[src/shsc_pkg.sv]
/*
 * shsc_pkg: constants shared by the standby halt/stop controller.
 * Assumes a 4-source interrupt request set, with index 0 as the highest priority.
 */
`default_nettype none
package shsc_pkg;
    // -------------------------------------------------------------------
    // fsm states, one-hot
    // -------------------------------------------------------------------
    typedef enum logic [3:0] {
        SHSC_RUN  = 4'h1,
        SHSC_HALT = 4'h2,
        SHSC_STOP = 4'h4,
        SHSC_WAIT = 4'h8
    } shsc_state_t;

    // -------------------------------------------------------------------
    // restart kinds reported to the core
    // -------------------------------------------------------------------
    typedef enum logic [1:0] {
        SHSC_RST_ZERO = 2'h0,
        SHSC_RST_NEXT = 2'h1,
        SHSC_RST_VEC  = 2'h2
    } shsc_restart_t;

    // -------------------------------------------------------------------
    // request sources and operand fields
    // -------------------------------------------------------------------
    localparam int NREQ = 4;
    localparam int EXT_IDX = 0;
    localparam int TIMER_IDX = 1;
    localparam int OP_IRQ_BIT = 3;
    localparam int OP_TMR_BIT = 1;
    localparam logic [3:0] OP_ZERO = 4'h0;

    // -------------------------------------------------------------------
    // oscillation settle wait: 256 periods of the divide-by-256 clock
    // -------------------------------------------------------------------
    localparam int unsigned WAIT_DIV = 256;
    localparam int unsigned WAIT_PERIODS = 256;
    localparam int unsigned WAIT_CYCLES = WAIT_DIV * WAIT_PERIODS;
    localparam int CNT_W = 17;

    // -------------------------------------------------------------------
    // apb register map
    // -------------------------------------------------------------------
    localparam logic [7:0] CTRL_OFS = 8'h00;
    localparam logic [7:0] STATUS_OFS = 8'h04;
    localparam int CTRL_EXTCLK_BIT = 0;
    localparam int CTRL_EDGE_LSB = 1;
    localparam logic [2:0] CTRL_RESET = 3'h0;
    localparam logic [1:0] EDGE_RISE = 2'h0;
    localparam logic [1:0] EDGE_FALL = 2'h1;
endpackage : shsc_pkg
`default_nettype wire

[src/shsc_ctrl.sv]
/*
 * shsc_ctrl: standby controller (halt and stop) with an apb control port.
 * Assumes the core pulses instr_valid for one cycle per standby instruction
 * and that pclk is a free reference even while the oscillator enable is low.
 */
// Our own choices: the register offsets and the APB register port.
// Notes on behaviour
// - stop halts the oscillator until wake
// - halt gates only the processor clock
// - halt wake resumes at once, no wait
// - retain state except stop with zero operand
// - stop clears and blocks timer; halt runs
// - stop: serial only with external clock
// - comparator stops; undefined after halt
// - stop zero operand forces pins input
// - pending enabled source blocks standby entry; here only with operand bit3 set, or on a timer request with halt bit1
// - halt operand bit3 irq, bit1 timer
// - stop operand bit3 only; zero reinitialises
// - restart: zero, next, or vector
// - reset and stop wake wait 65536 cycles
`default_nettype none
module shsc_ctrl #(
    parameter int unsigned WAIT_CYCLES = shsc_pkg::WAIT_CYCLES
) (
    input wire logic pclk,
    input wire logic presetn,
    input wire logic psel,
    input wire logic penable,
    input wire logic pwrite,
    input wire logic [7:0] paddr,
    input wire logic [31:0] pwdata,
    output logic [31:0] prdata_q,
    output logic pready_q,
    output logic pslverr_q,
    input wire logic instr_valid,
    input wire logic instr_is_halt,
    input wire logic instr_is_stop,
    input wire logic [3:0] instr_operand,
    input wire logic [3:1] interrupt_request_flag,
    input wire logic [3:0] interrupt_permit_flag,
    input wire logic interrupts_enabled_state,
    input wire logic ext_int_pin,
    input wire logic ext_req_clear,
    input wire logic compare_done,
    output logic ext_req_flag_q,
    output logic osc_enable_q,
    output logic cpu_clk_enable_q,
    output logic timer_run_q,
    output logic timer_clear_q,
    output logic serial_run_q,
    output logic comparator_run_q,
    output logic comparator_undefined_q,
    output logic state_retain_q,
    output logic pins_input_q,
    output logic reinit_q,
    output logic resume_q,
    output logic [1:0] restart_kind_q,
    output logic [1:0] restart_vector_q
);
    logic [3:0] req;
    logic [3:0] pend;
    logic any_pend;
    logic ext_flag;
    logic [2:0] ctrl_q;
    logic [2:0] ctrl_d;
    shsc_pkg::shsc_state_t state_q;
    shsc_pkg::shsc_state_t state_d;
    logic [3:0] op_q;
    logic [3:0] op_d;
    logic [shsc_pkg::CNT_W-1:0] cnt_q;
    logic [shsc_pkg::CNT_W-1:0] cnt_d;
    logic [1:0] kind_d;
    logic [1:0] vec_d;
    logic undef_d;
    logic resume_d;
    logic reinit_d;
    logic entry_req;
    logic entry_block;
    logic halt_wake;
    logic stop_wake;
    logic [31:0] prdata_d;
    logic pready_d;
    logic pslverr_d;

    // highest-priority pending source, index 0 first
    function automatic logic [1:0] shsc_prio(input logic [3:0] p);
        logic [1:0] r;
        r = 2'h0;
        for (int i = shsc_pkg::NREQ - 1; i >= 0; i--)
        begin
            if (p[i])
            begin
                r = 2'(i);
            end
        end
        return r;
    endfunction : shsc_prio

    // -------------------------------------------------------------------
    // external pin request
    // -------------------------------------------------------------------
    shsc_edge shsc_edge_i (
        .pclk(pclk),
        .presetn(presetn),
        .pin(ext_int_pin),
        .edge_sel(ctrl_q[shsc_pkg::CTRL_EDGE_LSB +: 2]),
        .clear(ext_req_clear),
        .flag_q(ext_flag)
    );

    // request set with the pin flag in the top-priority slot
    assign req = {interrupt_request_flag, ext_flag};
    assign pend = req & interrupt_permit_flag;
    assign any_pend = |pend;

    // -------------------------------------------------------------------
    // standby fsm
    // -------------------------------------------------------------------
    always_comb
    begin
        entry_req = instr_valid & (instr_is_halt | instr_is_stop);
        // the core's no-op before the instruction makes req current
        entry_block = (instr_operand[shsc_pkg::OP_IRQ_BIT] & any_pend)
            | (instr_is_halt & instr_operand[shsc_pkg::OP_TMR_BIT]
            & req[shsc_pkg::TIMER_IDX]);
        halt_wake = (op_q[shsc_pkg::OP_IRQ_BIT] & any_pend)
            | (op_q[shsc_pkg::OP_TMR_BIT] & req[shsc_pkg::TIMER_IDX]);
        stop_wake = op_q[shsc_pkg::OP_IRQ_BIT] & any_pend; // timer ignored
        state_d = state_q;
        op_d = op_q;
        cnt_d = '0;
        kind_d = restart_kind_q;
        vec_d = restart_vector_q;
        resume_d = 1'b0;
        reinit_d = 1'b0;
        undef_d = comparator_undefined_q & ~compare_done;
        // wake cause picks the restart point
        if (interrupts_enabled_state && any_pend)
        begin
            vec_d = shsc_prio(pend);
        end
        unique case (state_q)
            shsc_pkg::SHSC_RUN:
            begin
                if (entry_req && !entry_block)
                begin
                    op_d = instr_operand;
                    state_d = instr_is_stop ? shsc_pkg::SHSC_STOP : shsc_pkg::SHSC_HALT;
                    reinit_d = instr_is_stop && (instr_operand == shsc_pkg::OP_ZERO);
                end
            end
            shsc_pkg::SHSC_HALT:
            begin
                if (halt_wake)
                begin
                    state_d = shsc_pkg::SHSC_RUN; // no settle wait
                    resume_d = 1'b1;
                    undef_d = 1'b1;
                    kind_d = (interrupts_enabled_state && any_pend) ?
                        shsc_pkg::SHSC_RST_VEC : shsc_pkg::SHSC_RST_NEXT;
                end
            end
            shsc_pkg::SHSC_STOP:
            begin
                if (stop_wake)
                begin
                    state_d = shsc_pkg::SHSC_WAIT; // oscillator restarts
                    kind_d = interrupts_enabled_state ?
                        shsc_pkg::SHSC_RST_VEC : shsc_pkg::SHSC_RST_NEXT;
                end
            end
            shsc_pkg::SHSC_WAIT:
            begin
                cnt_d = shsc_pkg::CNT_W'(cnt_q + 1'b1);
                if (cnt_q == shsc_pkg::CNT_W'(WAIT_CYCLES - 1))
                begin
                    state_d = shsc_pkg::SHSC_RUN;
                    resume_d = 1'b1;
                    cnt_d = '0;
                end
            end
            default:
            begin
                state_d = shsc_pkg::SHSC_WAIT;
            end
        endcase
    end

    // fsm registers; reset starts in the settle wait with a zero restart
    always_ff @(posedge pclk or negedge presetn)
    begin
        if (!presetn)
        begin
            state_q <= shsc_pkg::SHSC_WAIT;
            op_q <= shsc_pkg::OP_ZERO;
            cnt_q <= '0;
            restart_kind_q <= shsc_pkg::SHSC_RST_ZERO;
            restart_vector_q <= 2'h0;
            resume_q <= 1'b0;
            reinit_q <= 1'b0;
            comparator_undefined_q <= 1'b0;
            osc_enable_q <= 1'b1;
            cpu_clk_enable_q <= 1'b0;
            timer_run_q <= 1'b1;
            timer_clear_q <= 1'b0;
            serial_run_q <= 1'b0;
            comparator_run_q <= 1'b0;
            state_retain_q <= 1'b0;
            pins_input_q <= 1'b0;
            ext_req_flag_q <= 1'b0;
        end
        else
        begin
            state_q <= state_d;
            op_q <= op_d;
            cnt_q <= cnt_d;
            restart_kind_q <= kind_d;
            restart_vector_q <= vec_d;
            resume_q <= resume_d;
            reinit_q <= reinit_d;
            comparator_undefined_q <= undef_d;
            ext_req_flag_q <= ext_flag;
            osc_enable_q <= state_d != shsc_pkg::SHSC_STOP;
            cpu_clk_enable_q <= state_d == shsc_pkg::SHSC_RUN;
            timer_run_q <= state_d != shsc_pkg::SHSC_STOP;
            timer_clear_q <= state_d == shsc_pkg::SHSC_STOP;
            serial_run_q <= (state_d == shsc_pkg::SHSC_RUN) || (state_d == shsc_pkg::SHSC_HALT)
                || ((state_d == shsc_pkg::SHSC_STOP) && ctrl_q[shsc_pkg::CTRL_EXTCLK_BIT]);
            comparator_run_q <= state_d == shsc_pkg::SHSC_RUN;
            state_retain_q <= ((state_d == shsc_pkg::SHSC_HALT) || (state_d == shsc_pkg::SHSC_STOP))
                && (op_d != shsc_pkg::OP_ZERO || state_d == shsc_pkg::SHSC_HALT);
            pins_input_q <= (state_d == shsc_pkg::SHSC_STOP) && (op_d == shsc_pkg::OP_ZERO);
        end
    end

    // -------------------------------------------------------------------
    // apb slave: answer in the first access cycle
    // -------------------------------------------------------------------
    always_comb
    begin
        ctrl_d = ctrl_q;
        pready_d = psel & ~penable;
        pslverr_d = 1'b0;
        prdata_d = 32'h0;
        if (psel && !penable)
        begin
            if (paddr == shsc_pkg::CTRL_OFS)
            begin
                prdata_d = {29'h0, ctrl_q};
            end
            else if (paddr == shsc_pkg::STATUS_OFS)
            begin
                prdata_d = {20'h0, restart_vector_q, restart_kind_q, op_q, state_q};
            end
            else
            begin
                pslverr_d = 1'b1; // unmapped: error, data zero
            end
        end
        if (psel && penable && pready_q && pwrite && paddr == shsc_pkg::CTRL_OFS)
        begin
            ctrl_d = pwdata[2:0];
        end
    end

    // bus registers
    always_ff @(posedge pclk or negedge presetn)
    begin
        if (!presetn)
        begin
            ctrl_q <= shsc_pkg::CTRL_RESET;
            prdata_q <= 32'h0;
            pready_q <= 1'b0;
            pslverr_q <= 1'b0;
        end
        else
        begin
            ctrl_q <= ctrl_d;
            prdata_q <= prdata_d;
            pready_q <= pready_d;
            pslverr_q <= pslverr_d;
        end
    end
endmodule : shsc_ctrl
`default_nettype wire

[src/shsc_edge.sv]
/*
 * shsc_edge: edge detector and request flag for the external interrupt pin.
 * Assumes the pin is already synchronous to pclk; it runs in every mode.
 */
`default_nettype none
module shsc_edge (
    input wire logic pclk,
    input wire logic presetn,
    input wire logic pin,
    input wire logic [1:0] edge_sel,
    input wire logic clear,
    output logic flag_q
);
    logic pin_q;
    logic pin_d;
    logic flag_d;
    logic hit;

    // -------------------------------------------------------------------
    // edge select; any other code takes both edges
    // -------------------------------------------------------------------
    always_comb
    begin
        unique case (edge_sel)
            shsc_pkg::EDGE_RISE: hit = pin & ~pin_q;
            shsc_pkg::EDGE_FALL: hit = ~pin & pin_q;
            default: hit = pin ^ pin_q;
        endcase
        pin_d = pin;
        flag_d = hit | (flag_q & ~clear); // set beats clear
    end

    // registers only
    always_ff @(posedge pclk or negedge presetn)
    begin
        if (!presetn)
        begin
            pin_q <= 1'b0;
            flag_q <= 1'b0;
        end
        else
        begin
            pin_q <= pin_d;
            flag_q <= flag_d;
        end
    end
endmodule : shsc_edge
`default_nettype wire

[config.mk]
export PLATFORM = sky130hd
export DESIGN_NAME = shsc_ctrl
export DESIGN_NICKNAME = d
export VERILOG_FILES = /design/src/shsc_pkg.sv /design/src/shsc_ctrl.sv /design/src/shsc_edge.sv
export SDC_FILE = /design/constraint.sdc
export NUM_CORES = 1
export LEC_CHECK = 0
export BUFFER_PORTS_ARGS = -buffer_cell sky130_fd_sc_hd__buf_2
export CORE_ASPECT_RATIO = 2
export CORE_MARGIN = 2
export CORE_UTILIZATION = 51
export CTS_CLUSTER_DIAMETER = 80
export DETAILED_ROUTE_END_ITERATION = 16
export GPL_ROUTABILITY_DRIVEN = 0
export PLACE_DENSITY = 0.95
export SLEW_MARGIN = 5
export SYNTH_ARGS = -nofsm -noshare
export SYNTH_HDL_FRONTEND = slang
export SYNTH_SLANG_ARGS = --single-unit
[constraint.sdc]
create_clock -name pclk -period 3.1 [get_ports pclk]
set_input_delay 0.62 -clock pclk [delete_from_list [all_inputs] [get_ports pclk]]
set_output_delay 0.62 -clock pclk [all_outputs]
set_load 0.02 [all_outputs]
==> results of run 1 <==
## flip-flops by register name (all words and copies together) (netlist names), 2 cells and up
name              cells
ctrl_q                3
restart_vector_q      2
restart_kind_q        2
state_q               4
op_q                  4
prdata_q             12
cnt_q                17
## stage by stage
stage / power, uW / cells
floorplan: 861 / 258
global placement: 895 / 356
detailed placement: 898 / 356
CTS: 1500 / 372
global route: 1550 / 372
finish: 1480 / 372
## synthesized netlist by cell type (3+ instances only)
library cell,number,share of area
dfrtp_1,56,0.53
buf_4,23,0.065
nor2_1,21,0.030
nand2_1,18,0.025
xor2_1,11,0.036
and2_1,10,0.024
nand3_1,9,0.017
mux2_2,8,0.034
inv_1,7,0.0099
a21oi_1,6,0.011
a22oi_1,5,0.014
and3_1,5,0.012
o21ai_0,5,0.0094
nand4_1,4,0.0094
and4_1,3,0.0099
ha_1,3,0.014
nor3_1,3,0.0057
nor4_1,3,0.0071
o211ai_1,3,0.0085
xnor2_1,3,0.0099
## power groups by stage
stage	Clock, uW	Sequential, uW	Combinational [uW]
after CTS	613	776	110
after floorplan	0	799	62.2
after global placement	0	789	106
after global routing	648	777	122
final	600	776	109
after detailed placement	0	789	109
## kinds of logic after synthesis
kind of cell / after synthesis / synth area share
buf+inv: 31 / 0.0769
other cells: 1 / 0.00141
flops: 58 / 0.548
compound gates: 35 / 0.0906
simple gates: 88 / 0.185
mux: 9 / 0.0377
xor+xnor: 14 / 0.0462
fa+ha+maj: 3 / 0.0142
## layout by cell type (no fill, tap or decap), types with 4 or more instances in the layout
cell type	instances
dfrtp_1	56
o21ai_0	5
nand2_1	18
nand3_1	9
buf_2	63
clkbuf_8	10
mux2_2	8
inv_1	7
a22oi_1	5
and2_1	10
nor2_1	21
conb_1	20
and3_1	5
xor2_1	11
a21oi_1	6
nand4_1	4
## layer usage
layer	global-route usage	wire, um	vias to the layer above
li1	-	-	932
met1	0.231	1940	982
met2	0.358	3140	79
met3	0.0478	276	27
met4	0.179	331	0
met5	0	0	-
## critical path, stage by stage, from the launching register on
cell and delay, ps:
dfrtp_1 390, ha_1 220, and4_1 360, and3_1 250
nand4b_2 210, nand2_1 440, nor2_1 110
## layout make-up
type / count / area (sq um) / area share
flip-flops and latches: 58 / 1450 / 0.467
multi-input cells: 169 / 1070 / 0.342
repair buffers: 64 / 323 / 0.104
clock buffers: 11 / 141 / 0.0454
well taps: 58 / 72.6 / 0.0233
clock inverters: 5 / 30.0 / 0.00965
inverters: 7 / 26.3 / 0.00844
## final timing paths
check | startpoint | endpoint | slack [ps] | cells after the start
min in group pclk | ext_int_pin | shsc_edge_i.pin_q | 410 | 1
hold reg to reg | cnt_q[0] | cnt_q[0] | 490 | 1
setup / recovery | cnt_q[0] | cnt_q[9] | 980 | 6
max in group asynchronous | presetn | prdata_q[6] | 1970 | 2
hold / removal | presetn | restart_vector_q[0] | 370 | 1
setup reg to reg | cnt_q[0] | cnt_q[9] | 980 | 6
==> metrics.md, run 1 <==
| Metric | Value |
|---|---|
| Outcome | finished clean |
| DR vias | 2,020 |
| Minimum clock period | 2120 ps |
| Clk_skew | 6.81 ps |
| Setup tns final | 0 ps |
| Power Internal | 1110 uW |
| Die Area | 0.00583 sq mm |
| HPWL after DPL | 4060 um |
| Iteration count of the initial detailed-routing pass | 4 |
| Synth cell types | 47 |
| Core box area | 0.00509 sq mm |
| Max Slew Vio Count | 0 |
| Power share of the clock group | 0.404 |
| VDD IR max | 0.333 mV |
| First-pass GRT wire length | 9110 um |
| WHS | 370 ps |
| Setup violators final | 0 |
| Post-CTS Hold Fix Bufs | 0 |
| Slew HR | 0.457 |
| FILL cells | 421 |
| Post-Syn Area per Cell | 11.1 sq um |
| RSZ-0062 raised after global routing | no |
| Post-route cell area | 0.00311 sq mm |
| Post-synth EDFFs | 0 |
| Synth Register Bits | 58 |
| Clk_lat worst skew | 350 ps |
| Required time of the critical path | 3320 ps |
| Max-Cap Viols | 0 |
| Number of diodes | 0 |
| Asr flop ratio synth | 1.00 |
| Gate Count Post-Synth | 239 |
| Largest net degree at the start of global routing | 39 |
| Max Root-Sink Buffers | 2 |
| Critical Path Source Type | register |
| Initial DRC count | 41 |
| Layout cells sized above 1 | 0.312 |
| Post-synthesis sequential area ratio | 0.548 |
| Total CTS buffers | 9 |
| Root Buffer | clkbuf_8 |
| Dominant synthesized flop cell | dfrtp_1 |
| CP Max Fanout | 14 |
| Worst slack at placement | 920 ps |
| Period utilization | 0.682 |
| CTS tree | done |
| Sw Pwr | 377 uW |
| Initial Util | 0.521 |
| Final hold violation count | 0 |
| Aggregate global-route resource usage | 0.222 |
| Port Buffer Count | 63 |
| DIE HEIGHT | 106 um |
| Flop pwr share | 0.523 |
| Vias in the first global route | 2,060 |
| Routed WL per cell | 15.3 um |
| Comb pwr share | 0.073 |
| Fmax achieved | 473 MHz |
| Final net count | 375 |
| Final WL | 5680 um |
| # resized after CTS | 0 |
| Crit end category | register |
| Remaining antenna violation count | 0 |
| CP Class | reg -> reg |
| Placed cell area | 0.00294 sq mm |
| # clock sinks | 58 |
| Final WS setup | 984 ps |
| Leakage | 0.00166 uW |
| DR vias/cell | 5.43 |
| Row cnt | 37 |
| Warnings, synthesis | 0 |
| Crit path DAT | 2330 ps |
| IO Pins | 113 |
| Area Growth Syn to Fin | 17.4% |
| Util after Layout | 0.611 |
| Reg clk slew, reported paths | 70 ps |
| Cell Area, Synth | 0.00265 sq mm |
| Least-Margin Pin Slew | 814 ps |
| H-tree Lvls | 3 |
| Antenna violations before repair | 0 |
| Pwr/cell area | 477 mW/mm^2 |
| Post-CTS Setup Bufs | 0 |
| DIE WIDTH | 55.0 um |
| Net Sw Frac | 0.254 |
| Grt total ovfl | 0 |
| Hold Path Class | in -> async |
| Drt drc | 0 |
(Power assumes the default switching activity.)
==> run 2: changes to the inputs <==
CORE_UTILIZATION = 47   (was 51)
PLACE_DENSITY = 0.89   (was 0.95)
clock period = 2.2 ns   (was 3.1 ns; I/O delays follow)
==> run 2 against run 1 <==
- sequential share of layout area shrank 0.22 points
- flip-flop and latch count stayed put
- via count down 1.5%
- first-iteration DRC count rose by 4.9%
- routed wire length down 5.1%
- power is 40% higher
- worst hold slack worse by 260 ps
- largest cell class unchanged
==> metrics.md, run 2 (synthesis gave the netlist of run 1 again) <==
| Metric | Value |
|---|---|
| Setup violators final | 0 (unchanged) |
| Critical Path Source Type | register |
| Hold Path Class | in -> async |
| Max Slew Vio Count | 0 (unchanged) |
| Worst reg2reg path endpoint | cnt_q[8] |
| Critical Path Start | cnt_q[0] |
| Top flop regs | cnt_q: 17 flops, prdata_q: 12 flops |
| Post-CTS Setup Bufs | 0 (unchanged) |
| Reg clk slew, reported paths | 60 ps (about the same) |
| Layout cells sized above 1 | 0.308 (-0.00417) |
| Most frequent cells in the layout | buf_2, dfrtp_1, nor2_1, conb_1, nand2_1 |
| DIE WIDTH | 57.1 um (+3.9%) |
| # resized after CTS | 0 (unchanged) |
| Initial Util | 0.489 (-0.0315) |
| Largest net degree at the start of global routing | 34 (-13%) |
| IO Pins | 113 (unchanged) |
| Grt total ovfl | 0 (unchanged) |
| Minimum clock period | 2030 ps (-82.4 ps) |
| Antenna violations before repair | 0 (unchanged) |
| First-pass GRT wire length | 8570 um (-6.0%) |
| Crit end category | register |
| Iteration count of the initial detailed-routing pass | 4 (unchanged) |
| Drt drc | 0 (unchanged) |
| Crit path capture | cnt_q[8] |
| Register-to-register setup slack | 170 ps (-820 ps) |
| CP Class | reg -> reg |
| Remaining antenna violation count | 0 (unchanged) |
| Setup tns final | 0 ps (unchanged) |
| Crit path DAT | 2240 ps (-90 ps) |
| Initial DRC count | 43 (+4.9%) |
| Least-Margin Pin Slew | 603 ps (-211 ps) |
| Area Growth Syn to Fin | 17.9% |
| R2R Path Start | cnt_q[0] |
| DR vias/cell | 5.31 (-2.3%) |
| RSZ-0062 raised after global routing | no |
| R2R depth | 6 (unchanged) |
| Clk_lat worst skew | 340 ps (about the same) |
| Clk_skew | 5.78 ps (-1.03 ps) |
| Die Area | 0.00630 sq mm (+8.0%) |
| Commonest non-fill, non-tap cell in the layout | buf_2 |
| Post-route cell area | 0.00313 sq mm (+0.48%) |
| Post-CTS Hold Fix Bufs | 0 (unchanged) |
| Final Total Pwr | 2070 uW (+40%) |
| Core box area | 0.00542 sq mm (+6.4%) |
| Period utilization | 0.924 (+0.242) |
| Max-Cap Viols | 0 (unchanged) |
| Number of diodes | 0 (unchanged) |
| Fmax achieved | 492 MHz (+4.1%) |
| Max FFs per register | 17 (unchanged) |
| Slew HR | 0.598 (+0.141) |
| Routed WL per cell | 14.4 um (-5.9%) |
| Pwr/cell area | 663 mW/mm^2 (+39%) |
| Reg with most FFs | cnt_q |
| Vias in the first global route | 1,970 (-4.4%) |
| Aggregate global-route resource usage | 0.184 (-0.0379) |
| DR vias | 1,990 (-1.5%) |
| Placed cell area | 0.00296 sq mm (+0.77%) |
| Final hold violation count | 0 (unchanged) |
| Row cnt | 38 (+2.7%) |
| Max Root-Sink Buffers | 2 (unchanged) |
| Leakage | 0.00168 uW (+0.73%) |
| HPWL after DPL | 4170 um (+2.9%) |
| Root Buffer | clkbuf_8 |
| CTS tree | done |
| CP Max Fanout | 14 (unchanged) |
| DIE HEIGHT | 110 um (+4.0%) |
| Final net count | 376 (+0.27%) |
| VDD IR max | 0.544 mV (+63%) |
| Outcome | finished clean |
| Total CTS buffers | 9 (unchanged) |
| Final WL | 5390 um (-5.1%) |
| # clock sinks | 58 (unchanged) |
| H-tree Lvls | 3 (unchanged) |
| Required time of the critical path | 2410 ps (-910 ps) |
| Port Buffer Count | 63 (unchanged) |
## run 2: changes by cell type in the layout (fill, tap and decap cells not counted), sizes merged
cell      before  now
buf           64   65
clkbuf        11   13
clkinvlp       2    0
## run 2: how the worst min path moves through the flow
stage	endpoint	cells after the start
floorplan	cnt_q[0]	0
global placement	prdata_q[10]	1
detailed placement	prdata_q[10]	1
CTS	state_q[2]	1
global route	state_q[2]	1
finish	prdata_q[8]	1
## run 2: layout make-up
| cell class | count | area, sq um |
|---|---|---|
| clock buffers | 13 | 149 |
| clock inverters | 3 | 15.0 |
| inverters | 7 | 26.3 |
| multi-input cells | 169 | 1070 |
| flip-flops and latches | 58 | 1450 |
| fillers | 489 | 2290 |
| well taps | 60 | 75.1 |
| repair buffers | 65 | 343 |
## run 2: per-stage QoR
step	hold WS [ps]	worst slack, ps	utilization	std cells
after floorplan	144	484	-	258
after global placement	470	214	0.547	359
after detailed placement	482	174	0.547	359
after CTS	113	158	0.577	375
after global routing	143	9.42	0.577	375
final	106	167	0.577	375
## run 2: power by group
part	switching (uW)	total [uW]	internal (uW)
sequential	11.4	1090	1080
combinational	107	156	49.8
clock	389	823	434
total	508	2070	1570
## run 2: metal layers
layer	track usage	wire, um	part of all wire	vias up
li1	-	-	-	928
met1	0.167	1770	0.33	980
met2	0.342	3140	0.58	66
met3	0.0420	255	0.047	16
met4	0.138	223	0.041	0
met5	0	0	0	-
## run 2: critical path: stages, from the launching register on
cell	delay (ps)
dfrtp_1	390
ha_1	230
and4_1	350
and3_1	230
nand4b_2	180
nand2_1	420
nor2_1	110
==> run 3: changes to the inputs <==
CTS_CLUSTER_SIZE = 8   (was unset)
GPL_ROUTABILITY_DRIVEN = unset   (was 0)
clock period = 1.9 ns   (was 2.2 ns; I/O delays follow)
==> run 3 against run 2 <==
- clock-buffer cell count increased by 1
- first-iteration DRC count decreased by 12%
- flip-flop and latch count unchanged
==> metrics.md, run 3 (synthesis gave the netlist of run 1 again) <==
| Metric | Value |
|---|---|
| Area Growth Syn to Fin | 20.7% |
| CP Max Fanout | 7 (-7) |
| Clk_skew | 4.23 ps (-1.55 ps) |
| Largest net degree at the start of global routing | 33 (-2.9%) |
| Least-Margin Pin Slew | 525 ps (-78.1 ps) |
| CP Class | reg -> reg |
| Max FFs per register | 17 (unchanged) |
| Placed insts | 365 (+1.7%) |
| Outcome | finished clean |
| Final WL | 5260 um (-2.4%) |
| IO Pins | 113 (unchanged) |
| DIE HEIGHT | 110 um (unchanged) |
| Clk_lat worst skew | 330 ps (about the same) |
| DIE WIDTH | 57.1 um (unchanged) |
| First-pass GRT wire length | 8540 um (-0.40%) |
| Core box area | 0.00542 sq mm (unchanged) |
| R2R Path Start | state_q[1] |
| Max Slew Vio Count | 0 (unchanged) |
| Hold Path Class | in -> reg |
| Max Root-Sink Buffers | 2 (unchanged) |
| Top flop regs | cnt_q: 17 flops, prdata_q: 12 flops |
| Initial Util | 0.489 (unchanged) |
| Worst reg2reg path endpoint | state_retain_q |
| CTS tree | done |
| Final WS setup | 87.6 ps (-79.1 ps) |
| HPWL after DPL | 4150 um (-0.55%) |
| Slew HR | 0.648 (+0.0505) |
| Pwr/cell area | 768 mW/mm^2 (+16%) |
| # clock sinks | 58 (unchanged) |
| Port Buffer Count | 63 (unchanged) |
| Non-Filler Instances | 382 (+1.9%) |
| Vias in the first global route | 1,914 (-2.8%) |
| Max-Cap Viols | 0 (unchanged) |
| Crit path capture | state_retain_q |
| Worst slack at placement | -4.23 ps (-179 ps) |
| Total CTS buffers | 9 (unchanged) |
| Minimum clock period | 1810 ps (-221 ps) |
| Reg with most FFs | cnt_q |
| VDD IR max | 0.713 mV (+31%) |
| Commonest non-fill, non-tap cell in the layout | buf_2 |
| Critical Path Start | state_q[1] |
| H-tree Lvls | 3 (unchanged) |
| Crit end category | register |
| Iteration count of the initial detailed-routing pass | 4 (unchanged) |
| R2R depth | 5 (-1) |
| DR vias | 1,995 (+0.25%) |
| Post-CTS Hold Fix Bufs | 1 (+1) |
| Gp weighted congestion | 0.851 |
| Register-to-register setup slack | 90 ps (-80 ps) |
| Required time of the critical path | 2170 ps (-240 ps) |
| Drt drc | 0 (unchanged) |
| Crit path DAT | 2080 ps (-160 ps) |
| Routed WL per cell | 13.8 um (-4.2%) |
| Final net count | 383 (+1.9%) |
| Initial DRC count | 38 (-12%) |
| Row cnt | 38 (unchanged) |
| Remaining antenna violation count | 0 (unchanged) |
| RSZ-0062 raised after global routing | no |
| Grt total ovfl | 0 (unchanged) |
| Period utilization | 0.954 (+0.0297) |
| Critical Path Source Type | register |
| # resized after CTS | 0 (unchanged) |
| Layout cells sized above 1 | 0.323 (+0.0150) |
| Reg clk slew, reported paths | 60 ps (about the same) |
| Setup violators final | 0 (unchanged) |
| Most frequent cells in the layout | buf_2, dfrtp_1, nor2_1, conb_1, nand2_1 |
| Aggregate global-route resource usage | 0.182 (-0.00183) |
| Leakage | 0.00172 uW (+2.5%) |
| Final hold violation count | 0 (unchanged) |
| Antenna violations before repair | 0 (unchanged) |
| Fmax achieved | 552 MHz (+12%) |
| FILL cells | 478 (-2.2%) |
| Root Buffer | clkbuf_8 |
| Number of diodes | 0 (unchanged) |
| Post-CTS Setup Bufs | 0 (unchanged) |
| Die Area | 0.00630 sq mm (unchanged) |
| DR vias/cell | 5.22 (-1.6%) |
run 3: cell types whose count changed in the layout (fill, tap and decap cells not counted), sizes merged:
cell / change
clkinv: -1
buf: +6
dlygate4sd3: +1
clkbuf: +1
run 3: worst min-delay path by stage:
stage / endpoint / start / slack, ps / cells after the start
2_1_floorplan: cnt_q[0] / presetn / 80 / 0
3_3_place_gp: restart_vector_q[0] / presetn / 230 / 1
3_5_place_dp: restart_vector_q[0] / presetn / 230 / 1
4_1_cts: shsc_edge_i.pin_q / ext_int_pin / 180 / 1
5_1_grt: shsc_edge_i.pin_q / ext_int_pin / 180 / 1
6_report: shsc_edge_i.pin_q / ext_int_pin / 190 / 1
run 3: layout make-up:
cell class	count	area (sq um)	area share
Clock buffer	14	173	0.0539
Clock inverter	2	10.0	0.00313
Inverter	7	26.3	0.00821
Multi-Input combinational cell	169	1070	0.333
Sequential cell	58	1450	0.454
Tap cell	60	75.1	0.0234
Timing Repair Buffer	72	398	0.124
run 3: layer usage:
layer	vias to the layer above	routed length (um)	global-route usage
li1	946	-	-
met4	0	222	0.121
met2	63	3040	0.333
met1	967	1770	0.177
met5	-	0	0
met3	19	233	0.0432
run 3: report_power, final:
part / internal (uW) / switching [uW]
combinational: 57.5 / 122
sequential: 1250 / 13.2
clock: 576 / 437
run 3: stage by stage:
stage               TNS [ps]  hold WS [ps]  power [uW]  utilization  cell area [sq um]
detailed placement     -6.07           226        1470        0.555               3010
global placement           0           225        1460        0.555               3010
global route               0           184        2560        0.591               3200
finish                     0           192        2460        0.591               3200
floorplan                  0          84.4        1410            -               2720
CTS                        0           177        2480        0.591               3200
run 3: worst max-delay path, stage by stage (launching register included):
cell	delay (ps)
dfrtp_1	470
nor4b_4	390
o2111ai_1	260
nor2_4	220
mux2i_1	280
a21o_1	150
